File: config.mk
export PLATFORM = sky130hd
export DESIGN_NAME = csa_top
export DESIGN_NICKNAME = d
export VERILOG_FILES = /design/src/rtl/csa_buf2.v /design/src/rtl/csa_top.v
export VERILOG_INCLUDE_DIRS = /design/src /design/src/rtl
export SDC_FILE = /design/constraint.sdc
export NUM_CORES = 1
export LEC_CHECK = 0
export BUFFER_PORTS_ARGS = -buffer_cell sky130_fd_sc_hd__buf_2
export CORE_MARGIN = 8
export CORE_UTILIZATION = 35
export CTS_CLUSTER_DIAMETER = 30
export DETAILED_ROUTE_END_ITERATION = 10
export GPL_ROUTABILITY_DRIVEN = 0
export PLACE_DENSITY_LB_ADDON = 0.15
export SYNTH_ARGS = -nofsm -noshare
export SYNTH_HDL_FRONTEND = slang
export SYNTH_SLANG_ARGS = --single-unit
export TNS_END_PERCENT = 50
File: constraint.sdc
create_clock -name clk_i -period 6.7 [get_ports clk_i]
set_input_delay 0.335 -clock clk_i [delete_from_list [all_inputs] [get_ports clk_i]]
set_output_delay 0.335 -clock clk_i [all_outputs]
set_load 0.1 [all_outputs]
File: src/rtl/csa_defs.vh
// constants for the camera serial port and acquisition start block
`ifndef CSA_DEFS_VH
`define CSA_DEFS_VH
// ====================================================================
// clock and bit rates (clock 200 MHz)
`define CSA_CLK_HZ 200000000
`define CSA_OVS 16
// oversample tick divisors: clk / (rate * 16), one per rate select code
`define CSA_DIV_9K6 ((`CSA_CLK_HZ) / (9600 * `CSA_OVS))
`define CSA_DIV_19K2 ((`CSA_CLK_HZ) / (19200 * `CSA_OVS))
`define CSA_DIV_38K4 ((`CSA_CLK_HZ) / (38400 * `CSA_OVS))
`define CSA_DIV_57K6 ((`CSA_CLK_HZ) / (57600 * `CSA_OVS))
`define CSA_DIV_115K2 ((`CSA_CLK_HZ) / (115200 * `CSA_OVS))
`define CSA_DIV_230K4 ((`CSA_CLK_HZ) / (230400 * `CSA_OVS))
`define CSA_DIV_460K8 ((`CSA_CLK_HZ) / (460800 * `CSA_OVS))
`define CSA_DIV_921K6 ((`CSA_CLK_HZ) / (921600 * `CSA_OVS))
// ====================================================================
// character format
`define CSA_DATA_BITS 8
`define CSA_MID_TICK 4'h7
`define CSA_LAST_TICK 4'hF
// ====================================================================
// trigger source select codes
`define CSA_SRC_EXT 3'h0
`define CSA_TRIG_BUS_W 7
`endif

File: src/rtl/csa_buf2.v
// two-entry valid/ready buffer for serial data words
module csa_buf2 (
  input wire clk_i,
  input wire rst_n_i,
  input wire [7:0] in_data_i,
  input wire in_valid_i,
  output wire in_ready_o,
  output wire [7:0] out_data_o,
  output wire out_valid_o,
  input wire out_ready_i
);
  reg [7:0] mem_ff [0:1];
  reg wr_ptr_ff;
  reg rd_ptr_ff;
  reg [1:0] cnt_ff;
  wire push;
  wire pop;

  assign in_ready_o = (cnt_ff != 2'h2);
  assign out_valid_o = (cnt_ff != 2'h0);
  assign out_data_o = mem_ff[rd_ptr_ff];
  assign push = in_valid_i && in_ready_o;
  assign pop = out_valid_o && out_ready_i;

  always @(posedge clk_i) begin
    if (!rst_n_i) begin
      wr_ptr_ff <= 1'b0;
      rd_ptr_ff <= 1'b0;
      cnt_ff <= 2'h0;
      mem_ff[0] <= 8'h00;
      mem_ff[1] <= 8'h00;
    end else begin
      if (push) begin
        mem_ff[wr_ptr_ff] <= in_data_i;
        wr_ptr_ff <= ~wr_ptr_ff;
      end
      if (pop)
        rd_ptr_ff <= ~rd_ptr_ff;
      if (push && !pop)
        cnt_ff <= cnt_ff + 2'h1;
      else if (pop && !push)
        cnt_ff <= cnt_ff - 2'h1;
    end
  end
endmodule

File: src/rtl/csa_top.v
// camera serial port, camera control outputs and acquisition start
// ====================================================================
// Operation
// - one start bit, one stop bit, no parity on every character
// - no flow-control lines; characters sent without any handshake
// - two serial pairs, one each way, full duplex asynchronous
// - device drives serial-to-camera pair with its transmit data
// - bit rate selectable from 9.6 to 921.6 kbit/s, eight steps
// - software start acquires programmed frame count, then stops
// - external trigger or any trigger-bus line may start acquisition
// - each start trigger selects rising or falling edge
// - four camera-control outputs driven by device
// - control outputs can carry the exposure pulse or a software level
// - base configuration uses first connector only
// - medium/full/extended also use second connector lanes
// - front trigger line is trigger input or status output
`include "csa_defs.vh"
module csa_top (
  input wire clk_i,
  input wire rst_n_i,
  input wire [2:0] baud_sel_i,
  input wire [7:0] tx_data_i,
  input wire tx_valid_i,
  output wire tx_ready_o,
  output wire [7:0] rx_data_o,
  output wire rx_valid_o,
  input wire rx_ready_i,
  output reg rx_frame_err_o,
  output reg rx_overrun_o,
  output reg serial_to_camera_pair_o,
  input wire serial_from_camera_pair_i,
  input wire [3:0] cc_src_sel_i,
  input wire [3:0] cc_sw_level_i,
  input wire exposure_pulse_i,
  output reg [3:0] camera_control_outputs_o,
  input wire [1:0] cfg_mode_i,
  output reg port1_enable_o,
  input wire sw_start_i,
  input wire [15:0] frame_count_i,
  input wire frame_done_i,
  input wire trig_start_en_i,
  input wire [2:0] trig_src_sel_i,
  input wire trig_falling_i,
  input wire front_trig_in_i,
  input wire [`CSA_TRIG_BUS_W-1:0] system_trigger_bus_i,
  input wire front_trig_is_out_i,
  input wire front_trig_status_sel_i,
  output reg front_trig_out_o,
  output reg front_trig_oe_o,
  output reg acq_active_o,
  output reg [15:0] frames_left_o
);
  // ==================================================================
  // oversample tick divider
  reg [10:0] div_cnt_ff;
  reg tick_ff;
  function [10:0] baud_div;
    input [2:0] sel;
    reg [31:0] full;
    begin
      case (sel)
        3'h0: full = `CSA_DIV_9K6;
        3'h1: full = `CSA_DIV_19K2;
        3'h2: full = `CSA_DIV_38K4;
        3'h3: full = `CSA_DIV_57K6;
        3'h4: full = `CSA_DIV_115K2;
        3'h5: full = `CSA_DIV_230K4;
        3'h6: full = `CSA_DIV_460K8;
        default: full = `CSA_DIV_921K6;
      endcase
      // the slowest rate needs the widest divisor, and it fits eleven bits
      baud_div = full[10:0];
    end
  endfunction

  always @(posedge clk_i) begin
    if (!rst_n_i) begin
      div_cnt_ff <= 11'h000;
      tick_ff <= 1'b0;
    end else if (div_cnt_ff >= baud_div(baud_sel_i) - 11'h001) begin
      div_cnt_ff <= 11'h000;
      tick_ff <= 1'b1;
    end else begin
      div_cnt_ff <= div_cnt_ff + 11'h001;
      tick_ff <= 1'b0;
    end
  end

  // ==================================================================
  // transmitter: no flow control, sends whenever a word is present
  localparam TX_IDLE = 2'h0;
  localparam TX_START = 2'h1;
  localparam TX_DATA = 2'h2;
  localparam TX_STOP = 2'h3;
  reg [1:0] tx_st_ff;
  reg [3:0] tx_tick_ff;
  reg [2:0] tx_bit_ff;
  reg [7:0] tx_sh_ff;
  wire [7:0] txb_data;
  wire txb_valid;
  wire tx_take;
  assign tx_take = (tx_st_ff == TX_IDLE) && txb_valid;

  csa_buf2 u_tx_buf (
    .clk_i(clk_i),
    .rst_n_i(rst_n_i),
    .in_data_i(tx_data_i),
    .in_valid_i(tx_valid_i),
    .in_ready_o(tx_ready_o),
    .out_data_o(txb_data),
    .out_valid_o(txb_valid),
    .out_ready_i(tx_take)
  );

  always @(posedge clk_i) begin
    if (!rst_n_i) begin
      tx_st_ff <= TX_IDLE;
      tx_tick_ff <= 4'h0;
      tx_bit_ff <= 3'h0;
      tx_sh_ff <= 8'h00;
      serial_to_camera_pair_o <= 1'b1;
    end else begin
      case (tx_st_ff)
        TX_IDLE: begin
          serial_to_camera_pair_o <= 1'b1;
          if (txb_valid) begin
            tx_sh_ff <= txb_data;
            tx_tick_ff <= 4'h0;
            tx_st_ff <= TX_START;
            serial_to_camera_pair_o <= 1'b0;
          end
        end
        TX_START: if (tick_ff) begin
          if (tx_tick_ff == `CSA_LAST_TICK) begin
            tx_st_ff <= TX_DATA;
            tx_bit_ff <= 3'h0;
            serial_to_camera_pair_o <= tx_sh_ff[0];
          end
          tx_tick_ff <= tx_tick_ff + 4'h1;
        end
        TX_DATA: if (tick_ff) begin
          if (tx_tick_ff == `CSA_LAST_TICK) begin
            if (tx_bit_ff == 3'h7) begin
              tx_st_ff <= TX_STOP;
              serial_to_camera_pair_o <= 1'b1;
            end else begin
              tx_bit_ff <= tx_bit_ff + 3'h1;
              serial_to_camera_pair_o <= tx_sh_ff[tx_bit_ff + 3'h1];
            end
          end
          tx_tick_ff <= tx_tick_ff + 4'h1;
        end
        TX_STOP: if (tick_ff) begin
          if (tx_tick_ff == `CSA_LAST_TICK)
            tx_st_ff <= TX_IDLE;
          tx_tick_ff <= tx_tick_ff + 4'h1;
        end
        default: tx_st_ff <= TX_IDLE;
      endcase
    end
  end

  // ==================================================================
  // receiver: 16x oversampling, sample at tick 7 of each bit
  reg rx_s1_ff;
  reg rx_s2_ff;
  reg [1:0] rx_st_ff;
  reg [3:0] rx_tick_ff;
  reg [2:0] rx_bit_ff;
  reg [7:0] rx_sh_ff;
  reg rx_push_ff;
  wire rxb_ready;

  csa_buf2 u_rx_buf (
    .clk_i(clk_i),
    .rst_n_i(rst_n_i),
    .in_data_i(rx_sh_ff),
    .in_valid_i(rx_push_ff),
    .in_ready_o(rxb_ready),
    .out_data_o(rx_data_o),
    .out_valid_o(rx_valid_o),
    .out_ready_i(rx_ready_i)
  );

  always @(posedge clk_i) begin
    if (!rst_n_i) begin
      rx_s1_ff <= 1'b1;
      rx_s2_ff <= 1'b1;
      rx_st_ff <= TX_IDLE;
      rx_tick_ff <= 4'h0;
      rx_bit_ff <= 3'h0;
      rx_sh_ff <= 8'h00;
      rx_push_ff <= 1'b0;
      rx_frame_err_o <= 1'b0;
      rx_overrun_o <= 1'b0;
    end else begin
      // line comes from the camera with its own timing
      rx_s1_ff <= serial_from_camera_pair_i;
      rx_s2_ff <= rx_s1_ff;
      rx_push_ff <= 1'b0;
      if (rx_push_ff && !rxb_ready)
        rx_overrun_o <= 1'b1;
      case (rx_st_ff)
        TX_IDLE: if (!rx_s2_ff) begin
          rx_tick_ff <= 4'h0;
          rx_st_ff <= TX_START;
        end
        TX_START: if (tick_ff) begin
          if (rx_tick_ff == `CSA_MID_TICK) begin
            // a glitch shorter than half a bit is not a start
            if (rx_s2_ff)
              rx_st_ff <= TX_IDLE;
            else begin
              rx_st_ff <= TX_DATA;
              rx_bit_ff <= 3'h0;
            end
            rx_tick_ff <= 4'h0;
          end else
            rx_tick_ff <= rx_tick_ff + 4'h1;
        end
        TX_DATA: if (tick_ff) begin
          if (rx_tick_ff == `CSA_LAST_TICK) begin
            rx_sh_ff <= {rx_s2_ff, rx_sh_ff[7:1]};
            if (rx_bit_ff == 3'h7)
              rx_st_ff <= TX_STOP;
            rx_bit_ff <= rx_bit_ff + 3'h1;
          end
          rx_tick_ff <= rx_tick_ff + 4'h1;
        end
        TX_STOP: if (tick_ff) begin
          if (rx_tick_ff == `CSA_LAST_TICK) begin
            rx_frame_err_o <= !rx_s2_ff;
            rx_push_ff <= rx_s2_ff;
            rx_st_ff <= TX_IDLE;
          end
          rx_tick_ff <= rx_tick_ff + 4'h1;
        end
        default: rx_st_ff <= TX_IDLE;
      endcase
    end
  end

  // ==================================================================
  // acquisition start
  reg trig_prev_ff;
  reg [2:0] last_src_ff;
  reg trig_sel;
  always @* begin
    if (trig_src_sel_i == `CSA_SRC_EXT)
      trig_sel = front_trig_in_i && !front_trig_is_out_i;
    else
      trig_sel = system_trigger_bus_i[trig_src_sel_i - 3'h1];
  end
  wire trig_edge;
  // edge only counts if the source did not just change
  assign trig_edge = (last_src_ff == trig_src_sel_i) &&
                     (trig_falling_i ? (trig_prev_ff && !trig_sel)
                                     : (!trig_prev_ff && trig_sel));

  always @(posedge clk_i) begin
    if (!rst_n_i) begin
      // follow the line's level so leaving reset makes no false edge
      trig_prev_ff <= trig_sel;
      last_src_ff <= 3'h0;
      acq_active_o <= 1'b0;
      frames_left_o <= 16'h0000;
    end else begin
      trig_prev_ff <= trig_sel;
      last_src_ff <= trig_src_sel_i;
      if (!acq_active_o) begin
        // a zero count is ignored: at least one frame
        if ((sw_start_i || (trig_start_en_i && trig_edge)) &&
            frame_count_i != 16'h0000) begin
          acq_active_o <= 1'b1;
          frames_left_o <= frame_count_i;
        end
      end else if (frame_done_i) begin
        frames_left_o <= frames_left_o - 16'h0001;
        if (frames_left_o == 16'h0001)
          acq_active_o <= 1'b0;
      end
    end
  end

  // ==================================================================
  // camera control, connector use and front trigger output
  integer i;
  always @(posedge clk_i) begin
    if (!rst_n_i) begin
      camera_control_outputs_o <= 4'h0;
      port1_enable_o <= 1'b0;
      front_trig_out_o <= 1'b0;
      front_trig_oe_o <= 1'b0;
    end else begin
      for (i = 0; i < 4; i = i + 1)
        camera_control_outputs_o[i] <= cc_src_sel_i[i] ?
          exposure_pulse_i : cc_sw_level_i[i];
      port1_enable_o <= (cfg_mode_i != 2'h0);
      front_trig_oe_o <= front_trig_is_out_i;
      front_trig_out_o <= front_trig_is_out_i &&
        (front_trig_status_sel_i ? acq_active_o : rx_frame_err_o);
    end
  end
endmodule

# Word level (Yosys, flattened, before mapping)
# Memories as Yosys holds them, arrays and structs flattened. A register that Yosys moved wholly into a read port is not among the register bits.
# Index checks and enable logic that the tools add are counted.
# totals
regBits,80
ramBits,32
in_bits,60
out_inout_bits,37
wordCells,238
mem_count,2
# mem_list
name,depth,word_bits,rd,rd_ports_with_merged_regs,write_ports,line_no,source
u_rx_buf.mem_ff,2,8,1,1,2,csa_buf2.v:12,reg [7:0] mem_ff [0:1];
u_tx_buf.mem_ff,2,8,1,1,2,csa_buf2.v:12,
# op_classes
add_sub_neg,12
order_cmp,3
n_eq_ne,42
mux,86
bitwise_logic,5
reduce_logical,59
# op_table
op,n
$pmux 11 s7,1
$mux 16,3
$mux 2,21
$ne 2x2->1 const B,21
$mux 1,33
$mux 3,10
$mux 4,6
$logic_and 1x1->1,17
$eq 16x1->1 const B,1
$mux 8,2
$pmux 2 s4,2
$reduce_and 8->1,2
$reduce_bool 16->1,1
$reduce_bool 2->1,8
$reduce_or 8->1,2
$sub 16x1->16 const B,1
$eq 3x3->1 const B,5
$pmux 3 s2,2
$pmux 4 s3,1
$reduce_and 6->1,2
$add 11x1->11 const B,1
$ge 11x11->1,1
$mux 11,1
$sub 11x1->11 const B,1
29 further kinds,62

# Depth between registers and ports, before layout
# depth
word_depth,13
depth_mapped,12
ltp_nobuf,11

# Hierarchy
# A second synthesis with hierarchy kept.
# unflattened
cells_unflattened,676
area_unflattened_um2,6281.0
# modules_own_cells
mod,n_inst,cells_each,area_per_inst_um2
csa_top,1,524,4394.2
csa_buf2,2,76,943.4

# Least setup slack after synthesis
# Ideal clock, no wire load.
# synth_path
kind,input-to-reg
start,input port trig_src_sel_i[0]
end,register frames_left_o[10]
arrival_ns,2.414
path_slack_ns,4.163
stages,10
cell_sequence,inv_1 > ha_1 > buf_6 > mux2i_1 > mux4_2 > or3b_1 > nand4_4 > a21o_1 > nor2b_1 > o311a_1
# synth_via
elab_chain_len,13
elab_cells_between_ends,16
classes_between,add/sub (1); eq/ne (1); mux (4); reduce/logical (10)
# synth_lines
element,line_no,source
from (decl),csa_top.v:42,"input wire [2:0] trig_src_sel_i,"
$sub 3x1->3,csa_top.v:252,trig_sel = system_trigger_bus_i[trig_src_sel_i - 3'h1];
$bmux 1 s3,csa_top.v:252,
$mux 1 (implied by the code),csa_top.v:252,
$mux 1,csa_top.v:249,if (trig_src_sel_i == `CSA_SRC_EXT)
$logic_not 1->1,csa_top.v:257,(trig_falling_i ? (trig_prev_ff && !trig_sel)
$logic_and 1x1->1,csa_top.v:257,
$mux 1,csa_top.v:257,
$logic_and 1x1->1 *,csa_top.v:256,assign trig_edge = (last_src_ff == trig_src_sel_i) &&
$logic_and 1x1->1 *,csa_top.v:272,if ((sw_start_i || (trig_start_en_i && trig_edge)) &&
$logic_or 1x1->1 *,csa_top.v:272,
$logic_and 1x1->1 *,csa_top.v:272,
$reduce_bool 2->1 (no line) *,--,
$reduce_and 2->1 (no line) *,--,
to (signal assigned),csa_top.v:275,frames_left_o <= frame_count_i;
to (signal assigned),csa_top.v:278,frames_left_o <= frames_left_o - 16'h0001;
to (decl),csa_top.v:51,output reg [15:0] frames_left_o
# Every way passes the cells marked *; elsewhere a longest branch is shown, timed or not. The select of a mux whose other input is x is not followed.
# A chain may end at the register's enable or synchronous reset.

# Worst setup path in the final report
# layout_path
start,input port trig_src_sel_i[0]
end,register frames_left_o[6]
# Same word-level chain as after synthesis.

==> reports/qor.csv <==
metric,value,unit
status,"finished, final reports clean",
ys flop type,dfxtp_1,
Setup crit start,trig_src_sel_i[0],
Max Fclk,370.6,MHz
Iter 0 DRT Violations,229,
Cell Rows,49,
critical path required time,6.96,ns
clk root buf,clkbuf_16,
setup TNS,0,ns
Post CTS Setup Buffer Count,0,
I/O Buffers,96,
die height,149.7,um
register cell area after layout,2743,um2
Worst Max-Slew Pin Slew,0.9976,ns
Post-Place Cells,962,
max cap viols,0,
total die area,22410,um2
initial core utilization,35.19,%
clk slew on worst S/H paths,0.05,ns
Startpoint Class,primary input,
DP HPWL,10820,um
ANT cells,0,
Post-synth EDFFs,32,
drt first pass iters,6,
largest net degree at the start of global routing,42,
ratio of cells with drive above 1 in the final layout,20.78,%
fin crit period,2.699,ns
WL per Instance,14.76,um
R2R Setup Slk,4.25,ns
Mean Syn Cell Area,9.408,um2
Via density,5.050,
hold_sp,serial_from_camera_pair_i,
Multi-input gate area,3266,um2
# clock sinks,121,
synthesized cell area,6256,um2
ys async rst share,0,%
Area growth syn-to-layout,20.22,%
register area share after synthesis,43.84,%
Peak VDD IR,0.0002259,V
HP Class,in2reg,
WS Path Type,in2reg,
WHS Endpoint,rx_s1_ff,
Pins Over Slew Limit,0,
gr usage total,13.36,%
Layout Skew,0.006187,ns
Critical R2R Capture,tick_ff,
WHS,0.1253,ns
hold path cells,2,
pwr/cell area,317.9,nW/um2
TritonCTS Buffers,17,
core area,17780,um2
net count reported at finish,842,
DRT Wirelength,14680,um
"commonest non-fill, non-tap cells in the layout","buf_2, dfxtp_1, nor2_1",
critical path arrival,2.96,ns
unrepaired setup endpoints after global routing,false,
Synthesized Nets,755,
initial antenna violation count,0,
Seq cells post-synth,121,
Mapped Cells,665,
Synth cell types,68,
"commonest non-fill, non-tap cell in the layout",buf_2,
later-pin clock latency in the skew report,0.41,ns
CP Max Fanout,19,
Die Width,149.7,um
routed via count,5020,
# hold bufs at CTS,0,
first-pass GRT wire length,24070,um
final std cells w/o fill,994,
Setup crit end kind,register,
vias in the first global route,5012,
H-tree levels,4,
Slew headroom,33.49,%
I/O pin count,97,
fin crit share,40.28,%
filler cell count,1784,
DRC errors left,0,
RR Startpoint,div_cnt_ff[0],
Final Hold Viols,0,
Overflow after GRT,0,
Clock Tree Buf Depth,2,
Ys Warns,0,
post_cts resized,0,
R2R depth,9,
Leak,3.079,nW
DRT antenna net count,0,
CTS tree,yes,
"Setup violations, final",0,
state kept, by name, summed over array words and instances (netlist names), 2 cells and up, named ones only:
register / count
camera_control_outputs_o: 4
tx_bit_ff: 3
u_rx_buf.mem_ff: 16
tx_st_ff: 2
frames_left_o: 16
rx_bit_ff: 3
rx_sh_ff: 8
tx_sh_ff: 8
last_src_ff: 3
div_cnt_ff: 11
tx_tick_ff: 4
rx_tick_ff: 4
u_tx_buf.mem_ff: 16
u_rx_buf.cnt_ff: 2
u_tx_buf.cnt_ff: 2
per-layer routing:
metal,share of wire (%),GRT usage [%],vias up
met5,0,0,-
met4,1.4,4.648,0
met3,4.1,3.568,17
met2,50,23.54,83
met1,45,15.29,2355
li1,-,-,2565
logic make-up after synthesis:
kind of cell	Yosys count	share of synthesized area (%)
xor gates and xnor gates	25	3.500
DFF	121	43.84
and+or+nand+nor	249	20.06
AOI/OAI and AO/OA	132	14.42
buffers and inverters	62	3.960
muxes	46	8.220
adders and majority gates	30	6.000
how the worst max path moves through the flow:
stage	to	slack, ns
after CTS	frames_left_o[6]	4.02
final	frames_left_o[6]	4.00
after detailed placement	frames_left_o[6]	3.59
after global routing	frames_left_o[6]	3.84
after global placement	frames_left_o[6]	3.68
after floorplan	frames_left_o[10]	4.16
final cells by class:
cell class / count / share of cell area (%)
clock buffer: 21 / 6.405
clock inverter: 11 / 1.564
inverter: 29 / 1.447
multi-input combinational: 482 / 43.42
sequential: 121 / 36.47
tap: 229 / 3.810
timing repair buffer: 101 / 6.887
worst max-delay path: stages:
cell,delay (ns)
buf_2,0.14
inv_1,0.10
ha_1,0.47
mux2i_1,0.17
mux4_2,0.52
or3b_1,0.23
nand4_4,0.15
a21oi_4,0.51
mux2i_1,0.25
a21oi_1,0.08
cells in the mapped netlist, drive strengths merged (10+ instances only):
cell,instances,area (um2)
dfxtp,89,1782
nor2,80,300.3
a21oi,42,221.5
nand2,42,157.7
and2,37,231.5
edfxtp,32,960.9
clkbuf,30,112.6
ha,30,375.4
mux2i,30,300.3
inv,29,108.9
a211oi,21,157.7
o21ai,20,103.9
mux2,13,146.4
nand3,13,65.06
nor3,13,65.06
xnor2,13,113.9
nand2b,12,75.07
xor2,12,105.1
nand4,10,77.57
metrics by stage:
| step | utilization [%] | setup slack [ns] | area (um2) | total power (W) |
|---|---|---|---|---|
| after floorplan | - | 4.163 | 6256 | 0.001365 |
| after global placement | 38.93 | 3.685 | 6922 | 0.001485 |
| after detailed placement | 38.93 | 3.589 | 6922 | 0.001501 |
| after CTS | 42.30 | 4.017 | 7521 | 0.002418 |
| after global routing | 42.30 | 3.837 | 7521 | 0.002523 |
| final | 42.30 | 4.001 | 7521 | 0.002391 |
power by group:
part | total [W] | switching [W] | internal (W)
logic | 0.000608 | 0.000404 | 0.000204
clock network | 0.000906 | 0.000319 | 0.000586
registers | 0.000877 | 0.0000552 | 0.000822
total | 0.00239 | 0.000778 | 0.00161
No activity file was read; power rests on OpenSTA's default activity.
